File: src/hw/placeholder_none.sv
`timescale 1ns/1ps
`default_nettype none
`default_nettype wire

File: src/hw/timer_pkg.sv
`default_nettype none

package timer_pkg;

  // ---------------------------------------------------------------------------
  // Sizes
  // ---------------------------------------------------------------------------
  localparam int NUM_CH  = 4;
  localparam int CNT_W   = 16;
  localparam int ADDR_W  = 16;
  localparam int WIN_W   = 10;

  // ---------------------------------------------------------------------------
  // Address windows and register indices (byte address = base + 4 * index)
  // ---------------------------------------------------------------------------
  localparam logic [15:0] BASE_BLOCKING    = 16'h0200;
  localparam logic [15:0] BASE_NONBLOCKING = 16'h0300;

  localparam logic [NUM_CH-1:0][7:0] IDX_VALUE = {8'hD4, 8'hD2, 8'hD0, 8'hCE};
  localparam logic [7:0] IDX_EVENT_FLAGS  = 8'hE0;
  localparam logic [7:0] IDX_OVF_FLAG     = 8'hE1;
  localparam logic [7:0] IDX_CONTROL      = 8'hE2;
  localparam logic [7:0] IDX_COUNT        = 8'hE3;
  localparam logic [7:0] IDX_IRQ_ENABLE   = 8'hE4;

  // ---------------------------------------------------------------------------
  // Field positions, masks and reset values
  // ---------------------------------------------------------------------------
  localparam int OVF_BIT         = 7;
  localparam int FAST_CLEAR_BIT  = 7;
  localparam int OVF_IRQ_EN_BIT  = 7;
  localparam int CH_FIELD_LSB    = 0;
  localparam logic [7:0]  CONTROL_MASK    = 8'h8F;
  localparam logic [7:0]  IRQ_ENABLE_MASK = 8'h8F;
  localparam logic [7:0]  RST_CONTROL     = 8'h00;
  localparam logic [7:0]  RST_IRQ_ENABLE  = 8'h00;
  localparam logic [15:0] RST_VALUE       = 16'h0000;
  localparam logic [15:0] COUNT_MAX       = 16'hFFFF;
  localparam logic [15:0] COUNT_ZERO      = 16'h0000;

  // ---------------------------------------------------------------------------
  // AHB-Lite encodings
  // ---------------------------------------------------------------------------
  localparam logic [1:0] HTRANS_NONSEQ = 2'b10;
  localparam logic [2:0] HSIZE_BYTE    = 3'b000;
  localparam logic [2:0] HSIZE_HALF    = 3'b001;
  localparam logic       HRESP_OKAY    = 1'b0;

endpackage

`default_nettype wire

File: src/hw/timer_flags_top.sv
// Contract
// - A capture or compare event on a channel sets that channel's event flag.
// - Writing one to a channel flag bit clears it; writing zero leaves it.
// - With fast clear, reading a capture value or writing a compare value clears its flag.
// - Writing one to the overflow flag clears it.
// - With fast clear, any access to the counter register clears the overflow flag.
// - Overflow flag, bit 7, sets when the 16-bit count wraps from maximum to zero.
// - Value registers always readable; writes ignored while the channel captures.
// - Direction selects capture (latch count on edge) or compare (value drives action).
// - Registers decode relative to base 0x0200 blocking and 0x300 non-blocking.
// - Four 16-bit value registers, consecutive byte pairs, reset to zero. The code puts each in its own word, 8 bytes apart.
// - Channel interrupt requested only while its flag and enable are both set.
// - Overflow interrupt requested only while overflow flag and its enable are set.
// - Without fast clear, only write-one clears flags; other accesses leave them.
//
// The AHB-Lite interface to the registers is this design's own decision.
`timescale 1ns/1ps
`default_nettype none

module timer_flags_top
  import timer_pkg::*;
(
  input  wire logic                          ref_clk,
  input  wire logic                          reset,
  input  wire logic                          hsel,
  input  wire logic [timer_pkg::ADDR_W-1:0]  haddr,
  input  wire logic [1:0]                    htrans,
  input  wire logic                          hwrite,
  input  wire logic [2:0]                    hsize,
  input  wire logic [31:0]                   hwdata,
  input  wire logic                          hready,
  output var  logic                          hreadyout,
  output var  logic [31:0]                   hrdata,
  output var  logic                          hresp,
  input  wire logic [timer_pkg::CNT_W-1:0]   free_running_count,
  input  wire logic [timer_pkg::NUM_CH-1:0]  capture_strobe,
  input  wire logic [timer_pkg::NUM_CH-1:0]  compare_match,
  output var  logic [timer_pkg::NUM_CH-1:0][timer_pkg::CNT_W-1:0] channel_value,
  output var  logic [timer_pkg::NUM_CH-1:0]  channel_direction_select,
  output var  logic [timer_pkg::NUM_CH-1:0]  channel_irq,
  output var  logic                          overflow_irq,
  output var  logic                          irq
);

  import timer_pkg::*;

  // ---------------------------------------------------------------------------
  // State
  // ---------------------------------------------------------------------------
  typedef struct packed {
    logic              dp_write;
    logic              dp_read;
    logic              dp_hit;
    logic [7:0]        dp_index;
    logic [3:0]        dp_lanes;
    logic [7:0]        control;
    logic [7:0]        irq_enable;
    logic [CNT_W-1:0]  prev_count;
    logic [31:0]       rdata;
    logic              ready;
    logic [NUM_CH-1:0] channel_irq;
    logic              overflow_irq;
    logic              irq;
  } top_state_t;

  top_state_t state_reg;
  top_state_t state_next;

  logic [NUM_CH-1:0]             channel_event_flag;
  logic                          counter_overflow_flag;
  logic [NUM_CH-1:0]             ch_set;
  logic [NUM_CH-1:0]             ch_clear;
  logic                          ovf_set;
  logic                          ovf_clear;
  logic [NUM_CH-1:0]             write_hi;
  logic [NUM_CH-1:0]             write_lo;
  logic [NUM_CH-1:0]             read_hi;
  logic [NUM_CH-1:0][CNT_W-1:0]  value;
  logic [NUM_CH-1:0][7:0]        low_buffer;
  logic                          take;
  logic                          addr_hit;
  logic [7:0]                    addr_index;
  logic [8:0]                    addr_decode;
  logic [3:0]                    addr_lanes;
  logic                          wr_now;
  logic                          rd_now;
  logic                          fast_clear_enable;
  logic [NUM_CH-1:0]             dir;

  // ---------------------------------------------------------------------------
  // Address decode
  // ---------------------------------------------------------------------------
  function automatic logic is_mapped(input logic [7:0] idx);
    logic hit;
    hit = (idx == IDX_EVENT_FLAGS) || (idx == IDX_OVF_FLAG) || (idx == IDX_CONTROL) ||
          (idx == IDX_COUNT) || (idx == IDX_IRQ_ENABLE);
    for (int n = 0; n < NUM_CH; n++)
      hit = hit || (idx == IDX_VALUE[n]);
    return hit;
  endfunction

  // The two windows overlap; the blocking window is tried first, so the
  // non-blocking copy of the map is reached only above the blocking one.
  function automatic logic [8:0] decode(input logic [ADDR_W-1:0] a);
    logic [ADDR_W-1:0] off;
    off = a - BASE_BLOCKING;
    if (a < BASE_BLOCKING || off[ADDR_W-1:WIN_W] != '0)
      off = a - BASE_NONBLOCKING;
    if (a < BASE_BLOCKING || off[ADDR_W-1:WIN_W] != '0)
      return {1'b0, 8'h00};
    return {is_mapped(off[WIN_W-1:2]), off[WIN_W-1:2]};
  endfunction

  function automatic logic [3:0] lanes_of(input logic [2:0] size, input logic [1:0] lo);
    if (size == HSIZE_BYTE)
      return 4'b0001 << lo;
    if (size == HSIZE_HALF)
      return lo[1] ? 4'b1100 : 4'b0011;
    return 4'b1111;
  endfunction

  assign take       = hsel && hready && (htrans == HTRANS_NONSEQ || htrans == 2'b11);
  assign addr_decode = decode(haddr);
  assign addr_hit   = addr_decode[8];
  assign addr_index = addr_decode[7:0];
  assign addr_lanes = lanes_of(hsize, haddr[1:0]);

  assign wr_now            = state_reg.dp_write && state_reg.dp_hit;
  assign rd_now            = state_reg.dp_read && state_reg.dp_hit;
  assign fast_clear_enable = state_reg.control[FAST_CLEAR_BIT];
  assign dir               = state_reg.control[CH_FIELD_LSB +: NUM_CH];

  // ---------------------------------------------------------------------------
  // Flag set and clear terms
  // ---------------------------------------------------------------------------
  always_comb
  begin
    for (int n = 0; n < NUM_CH; n++)
    begin
      ch_set[n]   = dir[n] ? compare_match[n] : capture_strobe[n];
      ch_clear[n] = wr_now && state_reg.dp_index == IDX_EVENT_FLAGS && state_reg.dp_lanes[0] &&
                    hwdata[CH_FIELD_LSB + n];
      // Fast clear only acts when enabled; otherwise value accesses touch no flag.
      if (fast_clear_enable && state_reg.dp_index == IDX_VALUE[n])
        ch_clear[n] = ch_clear[n] || (dir[n] ? wr_now : rd_now);
      write_hi[n] = wr_now && state_reg.dp_index == IDX_VALUE[n] && state_reg.dp_lanes[1];
      write_lo[n] = wr_now && state_reg.dp_index == IDX_VALUE[n] && state_reg.dp_lanes[0];
      read_hi[n]  = rd_now && state_reg.dp_index == IDX_VALUE[n] &&
                    state_reg.dp_lanes[1] && !state_reg.dp_lanes[0];
    end
  end

  assign ovf_set   = state_reg.prev_count == COUNT_MAX && free_running_count == COUNT_ZERO;
  assign ovf_clear = (wr_now && state_reg.dp_index == IDX_OVF_FLAG && state_reg.dp_lanes[0] &&
                      hwdata[OVF_BIT]) ||
                     (fast_clear_enable && (wr_now || rd_now) &&
                      state_reg.dp_index == IDX_COUNT);

  // ---------------------------------------------------------------------------
  // Flags and channel value registers
  // ---------------------------------------------------------------------------
  sticky_flags #(
    .WIDTH (NUM_CH)
  ) u_channel_flags (
    .ref_clk (ref_clk),
    .reset   (reset),
    .set     (ch_set),
    .clear   (ch_clear),
    .flags   (channel_event_flag)
  );

  sticky_flags #(
    .WIDTH (1)
  ) u_overflow_flag (
    .ref_clk (ref_clk),
    .reset   (reset),
    .set     (ovf_set),
    .clear   (ovf_clear),
    .flags   (counter_overflow_flag)
  );

  for (genvar g = 0; g < NUM_CH; g++)
  begin : g_chan
    chan_value_reg u_value (
      .ref_clk            (ref_clk),
      .reset              (reset),
      .output_compare     (dir[g]),
      .capture_strobe     (capture_strobe[g]),
      .free_running_count (free_running_count),
      .write_hi           (write_hi[g]),
      .write_lo           (write_lo[g]),
      .write_data         (hwdata[CNT_W-1:0]),
      .read_hi            (read_hi[g]),
      .value              (value[g]),
      .low_buffer         (low_buffer[g])
    );
  end

  // ---------------------------------------------------------------------------
  // Bus sequencing, registers and interrupt requests
  // ---------------------------------------------------------------------------
  // Reads take one wait state so that read data are sampled after any write
  // that finished in the same cycle the read was addressed.
  always_comb
  begin
    state_next            = state_reg;
    state_next.prev_count = free_running_count;

    if (wr_now && state_reg.dp_index == IDX_CONTROL && state_reg.dp_lanes[0])
      state_next.control = hwdata[7:0] & CONTROL_MASK;
    if (wr_now && state_reg.dp_index == IDX_IRQ_ENABLE && state_reg.dp_lanes[0])
      state_next.irq_enable = hwdata[7:0] & IRQ_ENABLE_MASK;

    if (state_reg.dp_read)
    begin
      state_next.rdata = 32'h0000_0000;
      if (state_reg.dp_hit)
      begin
        case (state_reg.dp_index)
          IDX_EVENT_FLAGS: state_next.rdata[CH_FIELD_LSB +: NUM_CH] = channel_event_flag;
          IDX_OVF_FLAG:    state_next.rdata[OVF_BIT] = counter_overflow_flag;
          IDX_CONTROL:     state_next.rdata[7:0] = state_reg.control;
          IDX_COUNT:       state_next.rdata[CNT_W-1:0] = free_running_count;
          IDX_IRQ_ENABLE:  state_next.rdata[7:0] = state_reg.irq_enable;
          default:
          begin
            for (int n = 0; n < NUM_CH; n++)
            begin
              if (state_reg.dp_index == IDX_VALUE[n])
              begin
                if (state_reg.dp_lanes == 4'b0001)
                  state_next.rdata[7:0] = low_buffer[n];
                else
                  state_next.rdata[CNT_W-1:0] = value[n];
              end
            end
          end
        endcase
      end
      state_next.dp_read = 1'b0;
      state_next.ready   = 1'b1;
    end

    if (state_reg.dp_write)
      state_next.dp_write = 1'b0;

    if (take)
    begin
      state_next.dp_hit   = addr_hit;
      state_next.dp_index = addr_index;
      state_next.dp_lanes = addr_lanes;
      state_next.dp_write = hwrite;
      state_next.dp_read  = !hwrite;
      state_next.ready    = hwrite;
    end

    state_next.channel_irq  = channel_event_flag & state_reg.irq_enable[CH_FIELD_LSB +: NUM_CH];
    state_next.overflow_irq = counter_overflow_flag && state_reg.irq_enable[OVF_IRQ_EN_BIT];
    state_next.irq          = |state_next.channel_irq || state_next.overflow_irq;
  end

  always_ff @(posedge ref_clk)
  begin
    if (reset)
    begin
      state_reg            <= '0;
      state_reg.control    <= RST_CONTROL;
      state_reg.irq_enable <= RST_IRQ_ENABLE;
      state_reg.ready      <= 1'b1;
    end
    else
      state_reg <= state_next;
  end

  // ---------------------------------------------------------------------------
  // Outputs
  // ---------------------------------------------------------------------------
  assign hreadyout                = state_reg.ready;
  assign hrdata                   = state_reg.rdata;
  assign hresp                    = HRESP_OKAY;
  assign channel_value            = value;
  assign channel_direction_select = dir;
  assign channel_irq              = state_reg.channel_irq;
  assign overflow_irq             = state_reg.overflow_irq;
  assign irq                      = state_reg.irq;

endmodule

`default_nettype wire

File: src/hw/sticky_flags.sv
`timescale 1ns/1ps
`default_nettype none

module sticky_flags #(
  parameter int WIDTH = 4
) (
  input  wire logic             ref_clk,
  input  wire logic             reset,
  input  wire logic [WIDTH-1:0] set,
  input  wire logic [WIDTH-1:0] clear,
  output var  logic [WIDTH-1:0] flags
);

  typedef struct packed {
    logic [WIDTH-1:0] flags;
  } flag_state_t;

  flag_state_t state_reg;
  flag_state_t state_next;

  // An event landing in the same cycle as its clear keeps the flag set.
  always_comb
  begin
    state_next       = state_reg;
    state_next.flags = (state_reg.flags & ~clear) | set;
  end

  always_ff @(posedge ref_clk)
  begin
    if (reset)
      state_reg <= '0;
    else
      state_reg <= state_next;
  end

  assign flags = state_reg.flags;

endmodule

`default_nettype wire

File: src/hw/chan_value_reg.sv
`timescale 1ns/1ps
`default_nettype none

module chan_value_reg
  import timer_pkg::*;
(
  input  wire logic              ref_clk,
  input  wire logic              reset,
  input  wire logic              output_compare,
  input  wire logic              capture_strobe,
  input  wire logic [CNT_W-1:0]  free_running_count,
  input  wire logic              write_hi,
  input  wire logic              write_lo,
  input  wire logic [CNT_W-1:0]  write_data,
  input  wire logic              read_hi,
  output var  logic [CNT_W-1:0]  value,
  output var  logic [7:0]        low_buffer
);

  typedef struct packed {
    logic [CNT_W-1:0] value;
    logic [7:0]       high_buffer;
    logic [7:0]       low_buffer;
  } chan_state_t;

  chan_state_t state_reg;
  chan_state_t state_next;

  // A lone high-byte write is parked until the low byte arrives, and a lone
  // high-byte read freezes the low byte, so a pair of byte accesses sees one
  // coherent 16-bit value only when the high byte goes first.
  always_comb
  begin
    state_next = state_reg;
    if (read_hi)
      state_next.low_buffer = state_reg.value[7:0];
    if (output_compare)
    begin
      if (write_hi && write_lo)
        state_next.value = write_data;
      else if (write_hi)
        state_next.high_buffer = write_data[15:8];
      else if (write_lo)
        state_next.value = {state_reg.high_buffer, write_data[7:0]};
    end
    else if (capture_strobe)
      state_next.value = free_running_count;
  end

  always_ff @(posedge ref_clk)
  begin
    if (reset)
    begin
      state_reg.value       <= RST_VALUE;
      state_reg.high_buffer <= '0;
      state_reg.low_buffer  <= '0;
    end
    else
      state_reg <= state_next;
  end

  assign value      = state_reg.value;
  assign low_buffer = state_reg.low_buffer;

endmodule

`default_nettype wire

File: config.mk
export PLATFORM = sky130hd
export DESIGN_NAME = timer_flags_top
export DESIGN_NICKNAME = d
export VERILOG_FILES = /design/src/hw/placeholder_none.sv /design/src/hw/timer_pkg.sv /design/src/hw/timer_flags_top.sv /design/src/hw/sticky_flags.sv /design/src/hw/chan_value_reg.sv
export SDC_FILE = /design/constraint.sdc
export NUM_CORES = 1
export LEC_CHECK = 0
export ABC_AREA = 1
export BUFFER_PORTS_ARGS = -buffer_cell sky130_fd_sc_hd__buf_4
export CAP_MARGIN = 20
export CELL_PAD_IN_SITES_DETAIL_PLACEMENT = 2
export CELL_PAD_IN_SITES_GLOBAL_PLACEMENT = 2
export CORE_UTILIZATION = 31
export CTS_CLUSTER_SIZE = 10
export DETAILED_ROUTE_END_ITERATION = 10
export GPL_ROUTABILITY_DRIVEN = 1
export HOLD_SLACK_MARGIN = 0.02
export PLACE_DENSITY_LB_ADDON = 0.1
export SKIP_CTS_REPAIR_TIMING = 1
export SYNTH_ARGS = -nofsm -noshare
export SYNTH_HDL_FRONTEND = slang
export SYNTH_SLANG_ARGS = --single-unit
File: constraint.sdc
create_clock -name ref_clk -period 1.8 [get_ports ref_clk]
set_clock_uncertainty 0.1 [all_clocks]
set_input_delay 0.18 -clock ref_clk [delete_from_list [all_inputs] [get_ports ref_clk]]
set_output_delay 0.18 -clock ref_clk [all_outputs]
set_load 0.02 [all_outputs]
==> reports/metrics.cfg <==
[synthesis]
ys_ff_latch = 197
ys_warn_count = 0
synth_edf_count = 0
async_reset_ff_share_pct = 0
synth_cell_types = 42
avgSynthCellArea_um2 = 7.02
ys_dominant_reg_cell = dfxtp_1
ys_seq_area_share_pct = 38.5
syn_area_mm2 = 0.0102
syn_inst = 1457

[route]
drc = 0
drt_iter0_markers = 409
first_pass_iters = 4
ant_nets = 0
route.vias.total = 10678
routedWlPerCell_um = 21.2
totalWireLength_mm = 44.7
vias_per_cell = 5.07

[global_routing]
grt_use_met1_pct = 31.6
grt_pass1_wl_mm = 63.7
busiest_layer = met2
met2_usage_pct = 44.0
grt_usage_pct = 25.2
grt_max_degree = 78
grt_pass1_vias = 10711
use_met3_pct = 4.08
antenna_found_initial = 0
gr-total-overflow = 0

[floorplanning]
core_mm2 = 0.0325
die_y_um = 184
fp.dieW_um = 184
ios = 190
rows = 66
start_util_pct = 31.4
die_area_mm2 = 0.0337

[worst_setup_path]
cp.required_ns = 2.09
critPathMaxFanout = 4
setup.worst_path.end_class = flop
r2r_slack_ns = -0.1
cp.arrival_ns = 2.19
start_kind = flop
crit_type = flop to flop

[place]
place_congestion = 0.814
io_buffers = 155
dp.cells = 2005
dp_hpwl_mm = 31.8
dpl_cell_area_mm2 = 0.0118

[cts]
clk_latency_ns = 0.46
cts_num_sinks = 197
root_buffer = clkbuf_16
tritoncts = yes
ctsHtreeMaxLevel = 4
ctsLongestPathBuffers = 2
numCtsBuffers = 17
cts.clk_slew.worst_paths_ns = 0.07

[timing]
setup_slack_ns = -0.0975
report.final.slew_viol_count = 0
max_freq_ghz = 0.527
rsz0062_at_grt = true
finalHoldViolCount = 0
setup_viol = 30
hold_ws_ns = 0.0337
fin_crit_ns = 1.90
min_period_over_period_pct = 105

[hold_path]
hp-class = primary input to flop

[status]
violations = negative setup slack
status = finished with violations

[final_layout]
layout-drive-gt1-share_pct = 25.9
area_growth_syn_to_layout_pct = 33.1
multiInputGateArea_mm2 = 0.00494
largest_reg_flops = 64
nNetsFinal = 1739
fin_area_mm2 = 0.0136
num_antenna_cells = 0
layout.area.seq_mm2 = 0.00396
final.fill_count = 3812
fin_cells = 2108

[run]
max-cap-violations = 0

[power_and_ir_drop]
finalPower_mw = 10.2
power_density_mw_per_mm2 = 751
peakVddDrop_v = 0.000680
power.leakage_nw = 5.78

worst max-delay path, stage by stage, from the launching register on:
cell and delay (ns):
dfxtp_4 0.37, inv_2 0.05, buf_4 0.12, nor3_1 0.30
nand2_1 0.22, o21ai_0 0.20, nor2_1 0.07, a21oi_1 0.15
buf_4 0.14, nand2_1 0.07, nand2_1 0.06
final timing paths:
check / start / end / cells past startpoint
setup / recovery: state_reg[76] / hrdata[7] / 10
setup reg to reg: state_reg[76] / hrdata[7] / 10
hold reg to reg: g_chan[1].u_value.low_buffer[2] / g_chan[1].u_value.low_buffer[2] / 2
hold / removal: hwdata[14] / g_chan[1].u_value.state_reg[14] / 3
Yosys cell counts (2+ instances only):
library cell,number,area share (%)
buf_2,17,0.83
o21ai_0,204,10
a31oi_1,27,1.7
nand2_1,282,10
a221oi_1,2,0.17
nor4_1,6,0.37
nor2_4,3,0.33
clkbuf_1,37,1.4
buf_1,5,0.18
buf_4,115,8.4
nand2_2,11,0.67
a211oi_1,6,0.44
nand3_4,2,0.34
inv_2,13,0.48
nand3_2,3,0.29
nor2_2,5,0.31
nand3_1,39,1.9
buf_6,3,0.33
o211ai_1,21,1.5
a21oi_1,197,9.6
nand4_1,15,0.92
o21ai_1,15,0.73
dfxtp_1,197,39
nor2_1,68,2.5
nor2_8,2,0.39
inv_1,138,5.1
ha_1,3,0.37
nor3_1,5,0.24
nor3_2,3,0.29
power breakdown:
| group | switching, mW | internal, mW | total [mW] |
|---|---|---|---|
| Combinational | 0.763 | 0.503 | 1.27 |
| Clock | 1.79 | 2.53 | 4.32 |
| Sequential | 0.150 | 4.49 | 4.64 |
layer usage:
metal / share of wire (%) / wire, um
met4: 2.1 / 930
met1: 44 / 19600
met3: 3.1 / 1360
met2: 51 / 22700
met5: 0 / 0
cells by family after synthesis:
| logic type | count (synthesis) | synth area share (%) |
|---|---|---|
| XOR/XNOR | 1 | 0.0856 |
| adder cells (fa/ha/maj) | 3 | 0.367 |
| other | 1 | 0.0367 |
| flip-flops | 197 | 38.5 |
| AO/OA/AOI/OAI | 476 | 24.5 |
| AND/OR/NAND/NOR | 450 | 19.7 |
| buffers and inverters | 329 | 16.7 |
placed cells by master (no fill, tap or decap), types with 9 or more instances in the layout:
cell type / synthesis / final
a21oi_1: 197 / 178
a21oi_2: 0 / 19
a31oi_1: 27 / 27
buf_12: 0 / 13
buf_4: 115 / 256
buf_6: 3 / 14
clkbuf_16: 0 / 20
conb_1: 1 / 17
dfxtp_1: 197 / 190
dlygate4sd3_1: 0 / 48
inv_1: 138 / 132
inv_2: 13 / 15
nand2_1: 282 / 270
nand2_2: 11 / 17
nand3_1: 39 / 34
nand4_1: 15 / 15
nor2_1: 68 / 59
nor2_4: 3 / 9
o211ai_1: 21 / 21
o21ai_0: 204 / 159
o21ai_1: 15 / 55
per-stage QoR:
step | utilization, % | setup WS, ns | TNS [ns]
floorplan | - | 0.199 | 0
global placement | 36.4 | -0.0992 | -3.02
detailed placement | 36.4 | -0.173 | -8.40
CTS | 38.4 | -0.205 | -11.20
global route | 41.8 | -0.252 | -9.15
finish | 41.8 | -0.0975 | -0.918
area by class of cell:
cell class	count	area share, %
Tap cell	442	4.06
Clock inverter	9	1.29
Clock buffer	22	3.41
Inverter	152	4.33
Sequential cell	197	29.1
Timing Repair Buffer	337	21.5
Multi-Input combinational cell	949	36.3
Power figures use the tool's default switching activity.
